File: config.mk
export PLATFORM = sky130hd
export DESIGN_NAME = peirq_top
export DESIGN_NICKNAME = d
export VERILOG_FILES = /design/src/pkg/peirq_pkg.sv /design/src/peirq_edge_detect.sv /design/src/peirq_interval_timer.sv /design/src/peirq_top.sv
export SDC_FILE = /design/constraint.sdc
export NUM_CORES = 1
export LEC_CHECK = 0
export ABC_CLOCK_PERIOD_IN_PS = 1600
export BUFFER_PORTS_ARGS = -buffer_cell sky130_fd_sc_hd__buf_2
export CAP_MARGIN = 30
export CORE_MARGIN = 1
export CORE_UTILIZATION = 50
export CTS_CLUSTER_SIZE = 16
export DETAILED_ROUTE_END_ITERATION = 8
export PLACE_DENSITY = 0.8
export RECOVER_POWER = 50
export SLEW_MARGIN = 10
export SYNTH_ARGS = -nofsm -noshare
export SYNTH_HDL_FRONTEND = slang
export SYNTH_HIERARCHICAL = 1
export SYNTH_SLANG_ARGS = --single-unit
File: constraint.sdc
create_clock -name clock -period 1.6 [get_ports clock]
set_input_delay 0.08 -clock clock [delete_from_list [all_inputs] [get_ports clock]]
set_output_delay 0.08 -clock clock [all_outputs]
set_load 0.05 [all_outputs]
File: src/pkg/peirq_pkg.sv
// constants, types and helpers for the pin edge and interval interrupt block
// assumes one 40 MHz clock, Avalon-MM register access, byte addressed words
// How it works
// bit pair per pin: 00 off, 01 falling only, 10 rising only
// both select bits set: request on every rising and falling edge
// rise and fall select registers, 8 bits, bit n controls pin n
// supply-enable bit 7 of clock gate register stops or feeds timer clock
// a request flag reads 1 while its request is pending, else 0
// pin one flag at low flags bit 3, timer flag high bit 2, write 0 clears
// mask 0 lets its request through to servicing, mask 1 blocks it
// pin one mask at low masks bit 3, timer mask at high masks bit 2
// control bit 15 runs the counter; 0 stops it and clears the count
// compare value bits 11..0, request every compare plus one count clocks
// source select bit 4: 0 subsystem clock, 1 low-speed oscillator clock
// pin synchronised before edge detection; flag holds until cleared or acked
package peirq_pkg;
	localparam logic [7:0] OFF_RISE = 8'h00;
	localparam logic [7:0] OFF_FALL = 8'h04;
	localparam logic [7:0] OFF_CLKGATE = 8'h08;
	localparam logic [7:0] OFF_SRCSEL = 8'h0C;
	localparam logic [7:0] OFF_FLAG_LO = 8'h10;
	localparam logic [7:0] OFF_MASK_LO = 8'h14;
	localparam logic [7:0] OFF_FLAG_HI = 8'h18;
	localparam logic [7:0] OFF_MASK_HI = 8'h1C;
	localparam logic [7:0] OFF_ITCTRL = 8'h20;
	localparam logic [7:0] OFF_FLAG_EXT = 8'h24;
	localparam logic [7:0] OFF_MASK_EXT = 8'h28;
	localparam int PIN_N = 8;
	localparam int PIN_LO_N = 6;
	localparam int PIN_LO_LSB = 2;
	localparam int TIMER_BIT = 2;
	localparam int SUPPLY_BIT = 7;
	localparam int SRCSEL_BIT = 4;
	localparam int RUN_BIT = 15;
	localparam int CMP_W = 12;
	localparam int IRQ_TIMER = 8;
	localparam int IRQ_N = 9;
	localparam logic [7:0] RST_BYTE = 8'h00;
	localparam logic [7:0] RST_MASK = 8'hFF;
	localparam logic RST_TMASK = 1'b1;
	localparam logic [CMP_W-1:0] RST_CMP = 12'hFFF;
	localparam logic [31:0] RD_ZERO = 32'h0000_0000;
	typedef enum logic [0:0] {
		PEIRQ_IDLE = 1'b0,
		PEIRQ_ANSWER = 1'b1
	} peirq_bus_state_t;
	typedef struct packed {
		logic run;
		logic [CMP_W-1:0] cmp;
	} peirq_timer_cfg_t;
	typedef struct packed {
		logic supplyEn;
		logic lowSel;
	} peirq_clk_cfg_t;
	function automatic logic edgeHit(input logic rise, input logic fall,
		input logic cur, input logic prev);
		edgeHit = (rise & cur & ~prev) | (fall & ~cur & prev);
	endfunction : edgeHit
	function automatic logic flagNext(input logic cur, input logic setEv,
		input logic clrEv);
		flagNext = setEv | (cur & ~clrEv);
	endfunction : flagNext
endpackage : peirq_pkg

File: src/peirq_edge_detect.sv
// pin synchronisers and per-pin valid edge detection
// assumes pins are asynchronous to clock
`timescale 1ns/1ps
`default_nettype none
module peirq_edge_detect (
	input wire logic clock,
	input wire logic rst_n,
	input wire logic clkEn,
	input wire logic [peirq_pkg::PIN_N-1:0] pinIn,
	input wire logic [peirq_pkg::PIN_N-1:0] riseSel,
	input wire logic [peirq_pkg::PIN_N-1:0] fallSel,
	output logic [peirq_pkg::PIN_N-1:0] pinEdge
);
	logic [peirq_pkg::PIN_N-1:0] syncA_r;
	logic [peirq_pkg::PIN_N-1:0] syncB_r;
	logic [peirq_pkg::PIN_N-1:0] prev_r;
	always_ff @(posedge clock or negedge rst_n) begin
		if (!rst_n) begin
			syncA_r <= '0;
			syncB_r <= '0;
			prev_r <= '0;
		end else if (clkEn) begin
			syncA_r <= pinIn;
			syncB_r <= syncA_r;
			prev_r <= syncB_r;
		end
	end
	always_ff @(posedge clock or negedge rst_n) begin
		if (!rst_n) begin
			pinEdge <= '0;
		end else if (clkEn) begin
			for (int i = 0; i < peirq_pkg::PIN_N; i++) begin
				pinEdge[i] <= peirq_pkg::edgeHit(riseSel[i], fallSel[i],
					syncB_r[i], prev_r[i]);
			end
		end
	end
endmodule : peirq_edge_detect
`default_nettype wire

File: src/peirq_interval_timer.sv
// 12-bit interval counter driven by a selected, gated count clock
// assumes count clocks are far slower than clock and asynchronous to it
`timescale 1ns/1ps
`default_nettype none
module peirq_interval_timer (
	input wire logic clock,
	input wire logic rst_n,
	input wire logic clkEn,
	input wire logic subClockIn,
	input wire logic lowOscClockIn,
	input wire peirq_pkg::peirq_clk_cfg_t clkCfg,
	input wire peirq_pkg::peirq_timer_cfg_t cfg,
	output logic intervalEvent,
	output logic [peirq_pkg::CMP_W-1:0] count
);
	logic [1:0] syncA_r;
	logic [1:0] syncB_r;
	logic [1:0] prev_r;
	logic [1:0] srcRise;
	logic countTick;
	// edge memory per source, so a source switch gives no false tick
	assign srcRise = syncB_r & ~prev_r;
	assign countTick = clkCfg.supplyEn & (clkCfg.lowSel ? srcRise[1] : srcRise[0]);
	always_ff @(posedge clock or negedge rst_n) begin
		if (!rst_n) begin
			syncA_r <= '0;
			syncB_r <= '0;
			prev_r <= '0;
		end else if (clkEn) begin
			syncA_r <= {lowOscClockIn, subClockIn};
			syncB_r <= syncA_r;
			prev_r <= syncB_r;
		end
	end
	always_ff @(posedge clock or negedge rst_n) begin
		if (!rst_n) begin
			count <= '0;
			intervalEvent <= 1'b0;
		end else if (clkEn) begin
			intervalEvent <= 1'b0;
			if (!cfg.run) begin
				count <= '0;
			end else if (countTick) begin
				if (count == cfg.cmp) begin
					count <= '0;
					intervalEvent <= 1'b1;
				end else begin
					count <= count + 1'b1;
				end
			end
		end
	end
endmodule : peirq_interval_timer
`default_nettype wire

File: src/peirq_top.sv
// register file, request flags and masks, Avalon-MM slave
// assumes an Avalon-MM master that holds each request until waitrequest is low
//
// Our own choices: the register addresses and the Avalon-MM slave port.
`timescale 1ns/1ps
`default_nettype none
module peirq_top (
	input wire logic clock,
	input wire logic rst_n,
	input wire logic clkEn,
	input wire logic [7:0] avs_address,
	input wire logic avs_read,
	input wire logic avs_write,
	input wire logic [31:0] avs_writedata,
	input wire logic [3:0] avs_byteenable,
	output logic [31:0] avs_readdata,
	output logic avs_waitrequest,
	input wire logic [peirq_pkg::PIN_N-1:0] pinIn,
	input wire logic subClockIn,
	input wire logic lowOscClockIn,
	input wire logic [peirq_pkg::IRQ_N-1:0] irqAck,
	output logic [peirq_pkg::IRQ_N-1:0] irqReq,
	output logic intervalTimerIrq,
	output logic [peirq_pkg::CMP_W-1:0] intervalCount
);
	peirq_pkg::peirq_bus_state_t busState_r;
	peirq_pkg::peirq_bus_state_t busState_nxt;
	logic [7:0] riseSel_r;
	logic [7:0] fallSel_r;
	logic [7:0] clkGate_r;
	logic [7:0] srcSel_r;
	logic [peirq_pkg::PIN_N-1:0] pinFlag_r;
	logic [peirq_pkg::PIN_N-1:0] pinMask_r;
	logic timerFlag_r;
	logic timerMask_r;
	logic itRun_r;
	logic [peirq_pkg::CMP_W-1:0] itCmp_r;
	logic [31:0] readMux;
	logic busReq;
	logic wrTake;
	logic [7:0] wordAddr;
	logic [peirq_pkg::PIN_N-1:0] pinEdge;
	logic intervalEvent;
	logic [peirq_pkg::PIN_N-1:0] pinSet;
	logic [peirq_pkg::PIN_N-1:0] pinClr;
	logic [peirq_pkg::PIN_N-1:0] pinMaskWr;
	logic [peirq_pkg::PIN_N-1:0] pinMaskVal;
	logic timerSet;
	logic timerClr;
	peirq_pkg::peirq_clk_cfg_t clkCfg;
	peirq_pkg::peirq_timer_cfg_t timerCfg;

	function automatic logic regHit(input logic [7:0] addr,
		input logic [7:0] off, input logic take, input logic lane);
		regHit = take & lane & (addr == off);
	endfunction : regHit

	// bus handshake
	assign busReq = avs_read | avs_write;
	assign wordAddr = {avs_address[7:2], 2'b00};
	assign wrTake = (busState_r == peirq_pkg::PEIRQ_ANSWER) & avs_write & clkEn;
	assign avs_waitrequest = busReq & (busState_r != peirq_pkg::PEIRQ_ANSWER);

	always_comb begin
		busState_nxt = busState_r;
		case (busState_r)
			peirq_pkg::PEIRQ_IDLE: begin
				if (busReq) begin
					busState_nxt = peirq_pkg::PEIRQ_ANSWER;
				end
			end
			peirq_pkg::PEIRQ_ANSWER: begin
				busState_nxt = peirq_pkg::PEIRQ_IDLE;
			end
			default: begin
				busState_nxt = peirq_pkg::PEIRQ_IDLE;
			end
		endcase
	end

	always_ff @(posedge clock or negedge rst_n) begin
		if (!rst_n) begin
			busState_r <= peirq_pkg::PEIRQ_IDLE;
		end else if (clkEn) begin
			busState_r <= busState_nxt;
		end
	end

	// read data sampled when the request is first seen
	always_comb begin
		readMux = peirq_pkg::RD_ZERO;
		case (wordAddr)
			peirq_pkg::OFF_RISE: begin
				readMux[7:0] = riseSel_r;
			end
			peirq_pkg::OFF_FALL: begin
				readMux[7:0] = fallSel_r;
			end
			peirq_pkg::OFF_CLKGATE: begin
				readMux[peirq_pkg::SUPPLY_BIT] = clkGate_r[peirq_pkg::SUPPLY_BIT];
			end
			peirq_pkg::OFF_SRCSEL: begin
				readMux[peirq_pkg::SRCSEL_BIT] = srcSel_r[peirq_pkg::SRCSEL_BIT];
			end
			peirq_pkg::OFF_FLAG_LO: begin
				readMux[peirq_pkg::PIN_LO_LSB +: peirq_pkg::PIN_LO_N] =
					pinFlag_r[peirq_pkg::PIN_LO_N-1:0];
			end
			peirq_pkg::OFF_MASK_LO: begin
				readMux[peirq_pkg::PIN_LO_LSB +: peirq_pkg::PIN_LO_N] =
					pinMask_r[peirq_pkg::PIN_LO_N-1:0];
			end
			peirq_pkg::OFF_FLAG_HI: begin
				readMux[peirq_pkg::TIMER_BIT] = timerFlag_r;
			end
			peirq_pkg::OFF_MASK_HI: begin
				readMux[peirq_pkg::TIMER_BIT] = timerMask_r;
			end
			peirq_pkg::OFF_ITCTRL: begin
				readMux[peirq_pkg::RUN_BIT] = itRun_r;
				readMux[peirq_pkg::CMP_W-1:0] = itCmp_r;
			end
			peirq_pkg::OFF_FLAG_EXT: begin
				readMux[peirq_pkg::PIN_N-peirq_pkg::PIN_LO_N-1:0] =
					pinFlag_r[peirq_pkg::PIN_N-1:peirq_pkg::PIN_LO_N];
			end
			peirq_pkg::OFF_MASK_EXT: begin
				readMux[peirq_pkg::PIN_N-peirq_pkg::PIN_LO_N-1:0] =
					pinMask_r[peirq_pkg::PIN_N-1:peirq_pkg::PIN_LO_N];
			end
			default: begin
				readMux = peirq_pkg::RD_ZERO;
			end
		endcase
	end

	always_ff @(posedge clock or negedge rst_n) begin
		if (!rst_n) begin
			avs_readdata <= peirq_pkg::RD_ZERO;
		end else if (clkEn) begin
			if ((busState_r == peirq_pkg::PEIRQ_IDLE) && avs_read) begin
				avs_readdata <= readMux;
			end
		end
	end

	// edge select registers
	always_ff @(posedge clock or negedge rst_n) begin
		if (!rst_n) begin
			riseSel_r <= peirq_pkg::RST_BYTE;
			fallSel_r <= peirq_pkg::RST_BYTE;
		end else begin
			if (regHit(wordAddr, peirq_pkg::OFF_RISE, wrTake, avs_byteenable[0])) begin
				riseSel_r <= avs_writedata[7:0];
			end
			if (regHit(wordAddr, peirq_pkg::OFF_FALL, wrTake, avs_byteenable[0])) begin
				fallSel_r <= avs_writedata[7:0];
			end
		end
	end

	// clock gate and count source select
	always_ff @(posedge clock or negedge rst_n) begin
		if (!rst_n) begin
			clkGate_r <= peirq_pkg::RST_BYTE;
			srcSel_r <= peirq_pkg::RST_BYTE;
		end else begin
			if (regHit(wordAddr, peirq_pkg::OFF_CLKGATE, wrTake, avs_byteenable[0])) begin
				clkGate_r <= avs_writedata[7:0];
			end
			if (regHit(wordAddr, peirq_pkg::OFF_SRCSEL, wrTake, avs_byteenable[0])) begin
				srcSel_r <= avs_writedata[7:0];
			end
		end
	end

	assign clkCfg.supplyEn = clkGate_r[peirq_pkg::SUPPLY_BIT];
	assign clkCfg.lowSel = srcSel_r[peirq_pkg::SRCSEL_BIT];

	// interval timer control
	always_ff @(posedge clock or negedge rst_n) begin
		if (!rst_n) begin
			itRun_r <= 1'b0;
			itCmp_r <= peirq_pkg::RST_CMP;
		end else begin
			if (regHit(wordAddr, peirq_pkg::OFF_ITCTRL, wrTake, avs_byteenable[0])) begin
				itCmp_r[7:0] <= avs_writedata[7:0];
			end
			if (regHit(wordAddr, peirq_pkg::OFF_ITCTRL, wrTake, avs_byteenable[1])) begin
				itCmp_r[peirq_pkg::CMP_W-1:8] <= avs_writedata[peirq_pkg::CMP_W-1:8];
				itRun_r <= avs_writedata[peirq_pkg::RUN_BIT];
			end
		end
	end

	assign timerCfg.run = itRun_r;
	assign timerCfg.cmp = itCmp_r;

	// flag set and clear terms
	always_comb begin
		pinSet = pinEdge;
		pinClr = irqAck[peirq_pkg::PIN_N-1:0];
		pinMaskWr = '0;
		pinMaskVal = '0;
		for (int i = 0; i < peirq_pkg::PIN_LO_N; i++) begin
			if (regHit(wordAddr, peirq_pkg::OFF_FLAG_LO, wrTake, avs_byteenable[0])) begin
				pinSet[i] = pinSet[i] | avs_writedata[peirq_pkg::PIN_LO_LSB + i];
				pinClr[i] = pinClr[i] | ~avs_writedata[peirq_pkg::PIN_LO_LSB + i];
			end
			if (regHit(wordAddr, peirq_pkg::OFF_MASK_LO, wrTake, avs_byteenable[0])) begin
				pinMaskWr[i] = 1'b1;
				pinMaskVal[i] = avs_writedata[peirq_pkg::PIN_LO_LSB + i];
			end
		end
		for (int i = peirq_pkg::PIN_LO_N; i < peirq_pkg::PIN_N; i++) begin
			if (regHit(wordAddr, peirq_pkg::OFF_FLAG_EXT, wrTake, avs_byteenable[0])) begin
				pinSet[i] = pinSet[i] | avs_writedata[i - peirq_pkg::PIN_LO_N];
				pinClr[i] = pinClr[i] | ~avs_writedata[i - peirq_pkg::PIN_LO_N];
			end
			if (regHit(wordAddr, peirq_pkg::OFF_MASK_EXT, wrTake, avs_byteenable[0])) begin
				pinMaskWr[i] = 1'b1;
				pinMaskVal[i] = avs_writedata[i - peirq_pkg::PIN_LO_N];
			end
		end
	end

	always_comb begin
		timerSet = intervalEvent;
		timerClr = irqAck[peirq_pkg::IRQ_TIMER];
		if (regHit(wordAddr, peirq_pkg::OFF_FLAG_HI, wrTake, avs_byteenable[0])) begin
			timerSet = timerSet | avs_writedata[peirq_pkg::TIMER_BIT];
			timerClr = timerClr | ~avs_writedata[peirq_pkg::TIMER_BIT];
		end
	end

	// request flags, set wins over clear
	always_ff @(posedge clock or negedge rst_n) begin
		if (!rst_n) begin
			pinFlag_r <= '0;
			timerFlag_r <= 1'b0;
		end else if (clkEn) begin
			for (int i = 0; i < peirq_pkg::PIN_N; i++) begin
				pinFlag_r[i] <= peirq_pkg::flagNext(pinFlag_r[i], pinSet[i], pinClr[i]);
			end
			timerFlag_r <= peirq_pkg::flagNext(timerFlag_r, timerSet, timerClr);
		end
	end

	// mask registers
	always_ff @(posedge clock or negedge rst_n) begin
		if (!rst_n) begin
			pinMask_r <= peirq_pkg::RST_MASK;
			timerMask_r <= peirq_pkg::RST_TMASK;
		end else begin
			for (int i = 0; i < peirq_pkg::PIN_N; i++) begin
				if (pinMaskWr[i]) begin
					pinMask_r[i] <= pinMaskVal[i];
				end
			end
			if (regHit(wordAddr, peirq_pkg::OFF_MASK_HI, wrTake, avs_byteenable[0])) begin
				timerMask_r <= avs_writedata[peirq_pkg::TIMER_BIT];
			end
		end
	end

	// service requests to the cpu
	assign irqReq[peirq_pkg::PIN_N-1:0] = pinFlag_r & ~pinMask_r;
	assign irqReq[peirq_pkg::IRQ_TIMER] = timerFlag_r & ~timerMask_r;
	assign intervalTimerIrq = intervalEvent;

	peirq_edge_detect uEdge (
		.clock(clock),
		.rst_n(rst_n),
		.clkEn(clkEn),
		.pinIn(pinIn),
		.riseSel(riseSel_r),
		.fallSel(fallSel_r),
		.pinEdge(pinEdge)
	);

	peirq_interval_timer uTimer (
		.clock(clock),
		.rst_n(rst_n),
		.clkEn(clkEn),
		.subClockIn(subClockIn),
		.lowOscClockIn(lowOscClockIn),
		.clkCfg(clkCfg),
		.cfg(timerCfg),
		.intervalEvent(intervalEvent),
		.count(intervalCount)
	);
endmodule : peirq_top
`default_nettype wire

==> Word level (Yosys, flattened, before mapping) <==
Cells that the tools add are included.
{ "classes": {"eq_ne": 12, "bitwise": 135, "reduce_logical": 4, "addsub": 1, "mux": 45} }
{ "op_table": {"columns": ["op", "n"], "rows": [
  ["$and 1x1->1", 60],
  ["$mux 12", 3],
  ["$or 1x1->1", 36],
  ["$not 1->1", 35],
  ["$mux 1", 34],
  ["$eq 6x3->1 const B", 4],
  ["$pmux 2 s5", 2],
  ["$eq 6x4->1 const B", 3],
  ["$add 12x1->12 const B", 1],
  ["$eq 12x12->1", 1],
  ["$eq 6x2->1 const B", 2],
  ["$pmux 1 s6", 2],
  ["$and 8x8->8", 1],
  ["$logic_not 8->1", 1],
  ["$not 8->8", 1],
  ["$pmux 1 s7", 1],
  ["$eq 6x1->1 const B", 1],
  ["$pmux 1 s5", 1],
  ["$mux 4", 1],
  ["$reduce_and 2->1", 2],
  ["$and 2x2->2", 1],
  ["$ne 2x1->1 const B", 1],
  ["$not 2->2", 1],
  ["$pmux 1 s2", 1],
  ["$logic_and 1x1->1", 1]
]} }
{ "word_totals": {"word_cells": 220, "out_inout_bits": 55, "regBits": 125} }

==> Depth between registers and ports, before layout <==
{ "logic_depth": {"word_depth": 8, "ltp_mapped": 7} }

==> Hierarchy <==
Netlist, hierarchy kept.
{ "modules_own_cells": {"columns": ["mod", "cells_per_inst", "n_inst", "area_each_um2", "seq_area_each_um2"], "rows": [
  ["peirq_top", 282, 1, 3215.6, 1602.8],
  ["peirq_edge_detect", 92, 1, 1312.5, 800.8],
  ["peirq_interval_timer", 110, 1, 1233.7, 475.5]
]} }

==> Least setup slack after synthesis <==
No wires, ideal clock.
{ "synth_timing": {"path_kind": "register to register", "startpoint": "register uTimer/count[6] (netlist name)", "endpoint": "register uTimer/count[8] (netlist name)", "arrival_ps": 1829, "required_time_ps": 1453, "stages_incl_launch_ff": 8, "path_slack_ps": -376, "cell_sequence": "dfrtp_1 buf_2 xor2_1 nor4_4 a31oi_4 buf_6 a31oi_2 o31ai_2"} }
{ "synth_between": {"elab_chain_len": 4} }
{ "synth_rtl": {"columns": ["item", "line", "rtl"], "rows": [
  ["start, declared", "peirq_interval_timer.sv:14", "output logic [peirq_pkg::CMP_W-1:0] count"],
  ["start signal, assigned", "peirq_interval_timer.sv:48", "count <= count + 1'b1;"],
  ["$add 12x1->12 or $eq 12x12->1 (tied branches)", "peirq_interval_timer.sv:48, peirq_interval_timer.sv:44", null],
  ["$mux 12 *", "peirq_interval_timer.sv:44", "if (count == cfg.cmp) begin"],
  ["$mux 12 *", "peirq_interval_timer.sv:43", "end else if (countTick) begin"],
  ["$mux 12 *", "peirq_interval_timer.sv:41", "if (!cfg.run) begin"]
]} }
Every way passes the cells marked *; elsewhere a longest branch is shown, timed or not. The select of a mux whose other input is x is not followed.
A chain may end at the register's enable or synchronous reset.

==> Worst setup path in the final report <==
{ "layout_timing": {"startpoint": "register itCmp_r[7] (netlist name)", "endpoint": "register uTimer/count[8] (netlist name)"} }
{ "layout_between": {"elab_chain_len": 4} }
{ "layout_rtl": {"columns": ["item", "line", "rtl"], "rows": [
  ["start, declared", "peirq_top.sv:37", "logic [peirq_pkg::CMP_W-1:0] itCmp_r;"],
  ["start signal, assigned", "peirq_top.sv:184", "itCmp_r <= peirq_pkg::RST_CMP;"],
  ["start signal, assigned by index", "peirq_top.sv:190", "itCmp_r[peirq_pkg::CMP_W-1:8] <= avs_writedata[peirq_pkg::CMP_W-1:8];"],
  ["$eq 12x12->1", "peirq_interval_timer.sv:44", null],
  ["$mux 12", "peirq_interval_timer.sv:44", null],
  ["$mux 12", "peirq_interval_timer.sv:43", null],
  ["$mux 12", "peirq_interval_timer.sv:41", null]
]} }
Every way passes these cells. The select of a mux whose other input is x is not followed.

==> results by group <==
STA
  – Worst slew slack as a fraction of its limit: 42.6%
  – Share of the cycle needed by the critical path after routing: 109%
  – Tightest hold margin: -0.00422 ns
  – Final-report hold violation count: 1
  – RSZ-0062 raised after global routing: true
  – Max-slew violation count: 0
  – Total of endpoints with negative setup slack in the final report: 11
  – Min Clock Period, post-route: around 1.7 ns
  – Highest attainable clock frequency: 0.572 GHz
  – Least-Margin Pin Slew: 0.861 ns
  – Final TNS setup: -1.18 ns
  – Final worst slack: -0.148 ns
  – Worst clock skew: 0.00853 ns

Global route
  – Pin count of the biggest net entering global routing: 45
  – Overflow left after global routing: 0
  – Global-route wire length before repair: 24.6 mm
  – Via count of the first global-routing pass: 4861
  – Global-route usage over all layers: 27.6%
  – Number of antenna violations at the first check in global routing: 0

Critical path
  – Required time at the endpoint of the critical path: 1.88 ns
  – Category of the worst setup path capture point: flip-flop
  – Cell-by-cell trace of the critical path: xor2_2, nor4_4, a31oi_4, buf_6, a31oi_4, o31ai_2
  – Data arrival at the endpoint of the critical path: 2.03 ns
  – Worst Reg-to-Reg Cells: 6
  – Largest fanout on the critical path: 5
  – Slowest stage cell, crit path: sky130_fd_sc_hd__dfstp_2
  – Endpoint of the worst-slack reg-to-reg timing path: uTimer/count[8]
  – Cell with the most instances on the worst path: sky130_fd_sc_hd__a31oi_4
  – Buffers and inverters on the worst path: 1
  – Type of the worst setup path: reg2reg
  – Maximum single-stage delay on the critical path: 0.58 ns
  – Crit path max-delay family: flip-flops
  – Kind of start point of the critical path: flip-flop
  – Worst reg2reg path startpoint: itCmp_r[7]
  – Reg-to-reg setup timing slack: -0.15 ns

Hold path
  – Worst hold start: irqAck[0]
  – Min-Delay Path Class: in2reg
  – Number of instances on the worst hold path: 3
  – Worst-case hold path end point: pinFlag_r[0]

Routing
  – Routed len/inst: around 19 um
  – Remaining DRCs: 0
  – Number of antenna-violating nets in the routed design: 0
  – Final routed wirelength across all metal layers: 15.3 mm
  – Number of violations reported at the end of detailed-routing iteration 0: between 300 and 400
  – Count of vias placed by the detailed router: 4671
  – Detailed Routing Iterations Pass 1: 5
  – Vias per Instance: 5.83

Clock network
  – H-tree depth: 4
  – Clock-pin slew of the registers on the worst-case setup and hold paths: 0.05 ns
  – Number of clock sinks: 114
  – TritonCTS clock tree: yes
  – Worst-case clock buffer depth: 2
  – Buffer cell driving the clock tree root: sky130_fd_sc_hd__clkbuf_16
  – Clock latency on the worst-skew pair: 0.41 ns
  – Num CTS Buffers: 17

Logic synthesis
  – Post-synth cell types: 62
  – Post-Synthesis Cells: 484
  – Netlist area before placement: 5760 sq um
  – Number of enable flip-flop cells after synthesis: 0
  – Count of warnings emitted by yosys: 6
  – Most frequently used flop master after synthesis: sky130_fd_sc_hd__dfrtp_1
  – Seq/Total Area, Yosys: between 40% and 50%
  – Share of synthesized registers carrying an async set or reset: 100%
  – Synthesis-stage register bit count: 114
  – Average size of a mapped cell: 11.9 sq um

Final layout
  – Final core utilization: 70.0%
  – Post-layout nets: 717
  – Commonest non-fill, non-tap cells in the layout: sky130_fd_sc_hd__dfrtp_1, sky130_fd_sc_hd__buf_2, sky130_fd_sc_hd__mux2_2, sky130_fd_sc_hd__buf_4, sky130_fd_sc_hd__nand2_1
  – Syn-to-layout area delta: 34.0%
  – Fraction of final layout cells with drive strength greater than 1: 48.7%
  – Antenna diodes: 0
  – Most common library cell in the layout ignoring fill and taps: sky130_fd_sc_hd__dfrtp_1

Die
  – Chip height: approximately 110 um
  – Initial Util: 52.2%
  – Horizontal die dimension: 109 um
  – Std-Cell Core Area: 11000 sq um
  – Placement row count: 38
  – Die Footprint: 12000 sq um
  – Number of primary I/O pins: around 120

Run status
  – Run status: complete, but fails checks
  – Violations in the final reports: hold timing, setup timing

Placement
  – Final weighted congestion in routability-driven placement: 0.892
  – Place WS: -0.214 ns
  – Placed wire-length estimate after detailed placement: 10.7 mm
  – Port Buf Inserts: 80

Pwr
  – Max rail drop VDD: 771 uV
  – Cell leakage power: 3.51 nW
  – Power per standard cell area: 1130 nW/um^2

Job
  – Maxcap violations: 0
-- report_power, final --
part           switching [mW]  internal [mW]  total [mW]
registers               0.217           3.16        3.38
clock network            1.45           2.49        3.95
logic                   0.909          0.498        1.41
total                    2.58           6.15        8.73
-- synthesized netlist by cell type, drive strengths merged (2+ instances only) --
| cell | number | share of area, % |
|---|---|---|
| nor2b | 11 | 1.2 |
| dfstp | 21 | 9.6 |
| nor4 | 6 | 1.7 |
| buf | 34 | 4.5 |
| clkbuf | 10 | 0.72 |
| inv | 4 | 0.26 |
| and4 | 2 | 0.35 |
| a22oi | 2 | 0.26 |
| and3 | 7 | 0.76 |
| nand3b | 23 | 3.0 |
| xor2 | 8 | 1.2 |
| nor3 | 9 | 1.3 |
| a31oi | 19 | 2.9 |
| o2bb2ai | 8 | 1.2 |
| nor2 | 24 | 1.6 |
| nand2 | 29 | 1.9 |
| or4 | 2 | 0.26 |
| and2 | 5 | 0.54 |
| o21ai | 13 | 1.1 |
| mux2 | 71 | 14 |
| a221oi | 4 | 0.61 |
| a32oi | 5 | 0.76 |
| a21oi | 11 | 0.96 |
| dfrtp | 93 | 40 |
| mux2i | 3 | 0.52 |
| a2111oi | 4 | 0.61 |
| nand2b | 4 | 0.48 |
| xnor2 | 4 | 0.61 |
| nand3 | 16 | 1.4 |
| o311ai | 5 | 1.3 |
| o31ai | 7 | 1.4 |
| nand4 | 4 | 0.54 |
-- sequential cells by signal (all words and copies together) (netlist names), 2 cells and up --
name	cells
uEdge/prev_r	8
pinMask_r	8
uTimer/count	12
avs_readdata	13
uEdge/syncB_r	8
uTimer/syncB_r	2
pinFlag_r	8
uEdge/pinEdge	8
uTimer/syncA_r	2
uEdge/syncA_r	8
uTimer/prev_r	2
riseSel_r	8
fallSel_r	8
itCmp_r	12
-- worst register-to-register path, cell delays in order, from the launching register on --
cell and delay [ns]:
sky130_fd_sc_hd__dfstp_2 0.58, sky130_fd_sc_hd__xor2_2 0.10, sky130_fd_sc_hd__nor4_4 0.35, sky130_fd_sc_hd__a31oi_4 0.17, sky130_fd_sc_hd__buf_6 0.18, sky130_fd_sc_hd__a31oi_4 0.15, sky130_fd_sc_hd__o31ai_2 0.09
-- per-layer routing --
metal	share of wire, %	up-vias	global-route usage (%)
li1	-	2078	-
met1	39	2306	34.2
met2	50	250	45.8
met3	8.7	37	6.76
met4	2.3	0	12.5
met5	0	-	0
-- worst max-delay path by stage --
stage / cells past startpoint / to / slack [ns] / start
floorplan: 7 / uTimer/count[9] / -0.24 / uTimer/count[4]
global placement: 5 / pinMask_r[3] / -0.15 / avs_address[7]
detailed placement: 5 / pinMask_r[5] / -0.21 / avs_address[7]
CTS: 6 / uTimer/count[11] / -0.14 / itCmp_r[0]
global route: 6 / uTimer/count[5] / -0.20 / itCmp_r[7]
finish: 6 / uTimer/count[8] / -0.15 / itCmp_r[7]
-- cells by family after synthesis --
family,Yosys count,synth area share (%)
DFF,114,50.0
and+or+nand+nor,149,16.0
AOI/OAI and AO/OA,84,12.0
xor gates and xnor gates,12,1.82
adders and majority gates,1,0.217
buffers and inverters,49,5.52
muxes,74,14.4
other,1,0.0651
-- repair_timing --
| action | CTS | global route |
|---|---|---|
| hold buffers | 21 | 0 |
| cloned | 0 | 1 |
| endpoints found under the hold margin | 113 | 0 |
| pin swaps | 6 | 4 |
| resized for setup | 9 | 11 |
| setup buffers | 0 | 1 |
| endpoints found under the setup margin | 13 | 17 |
-- per-stage QoR --
stage          total power [mW]  instances  cell area [sq um]
2_1_floorplan              4.32        502               5980
4_1_cts                    8.76        799               7700
6_report                   8.73        801               7720
5_1_grt                    9.03        801               7720
3_3_place_gp               4.71        746               6820
3_5_place_dp               4.76        746               6820
-- layout make-up --
cell class | count | area, sq um
timing repair buffer | 171 | 1190
multi-input combinational | 339 | 2830
fill | 735 | 3310
sequential | 114 | 2890
tap | 140 | 175
inverter | 5 | 18.8
clock buffer | 17 | 425
clock inverter | 15 | 194
Power figures use the tool's default switching activity.
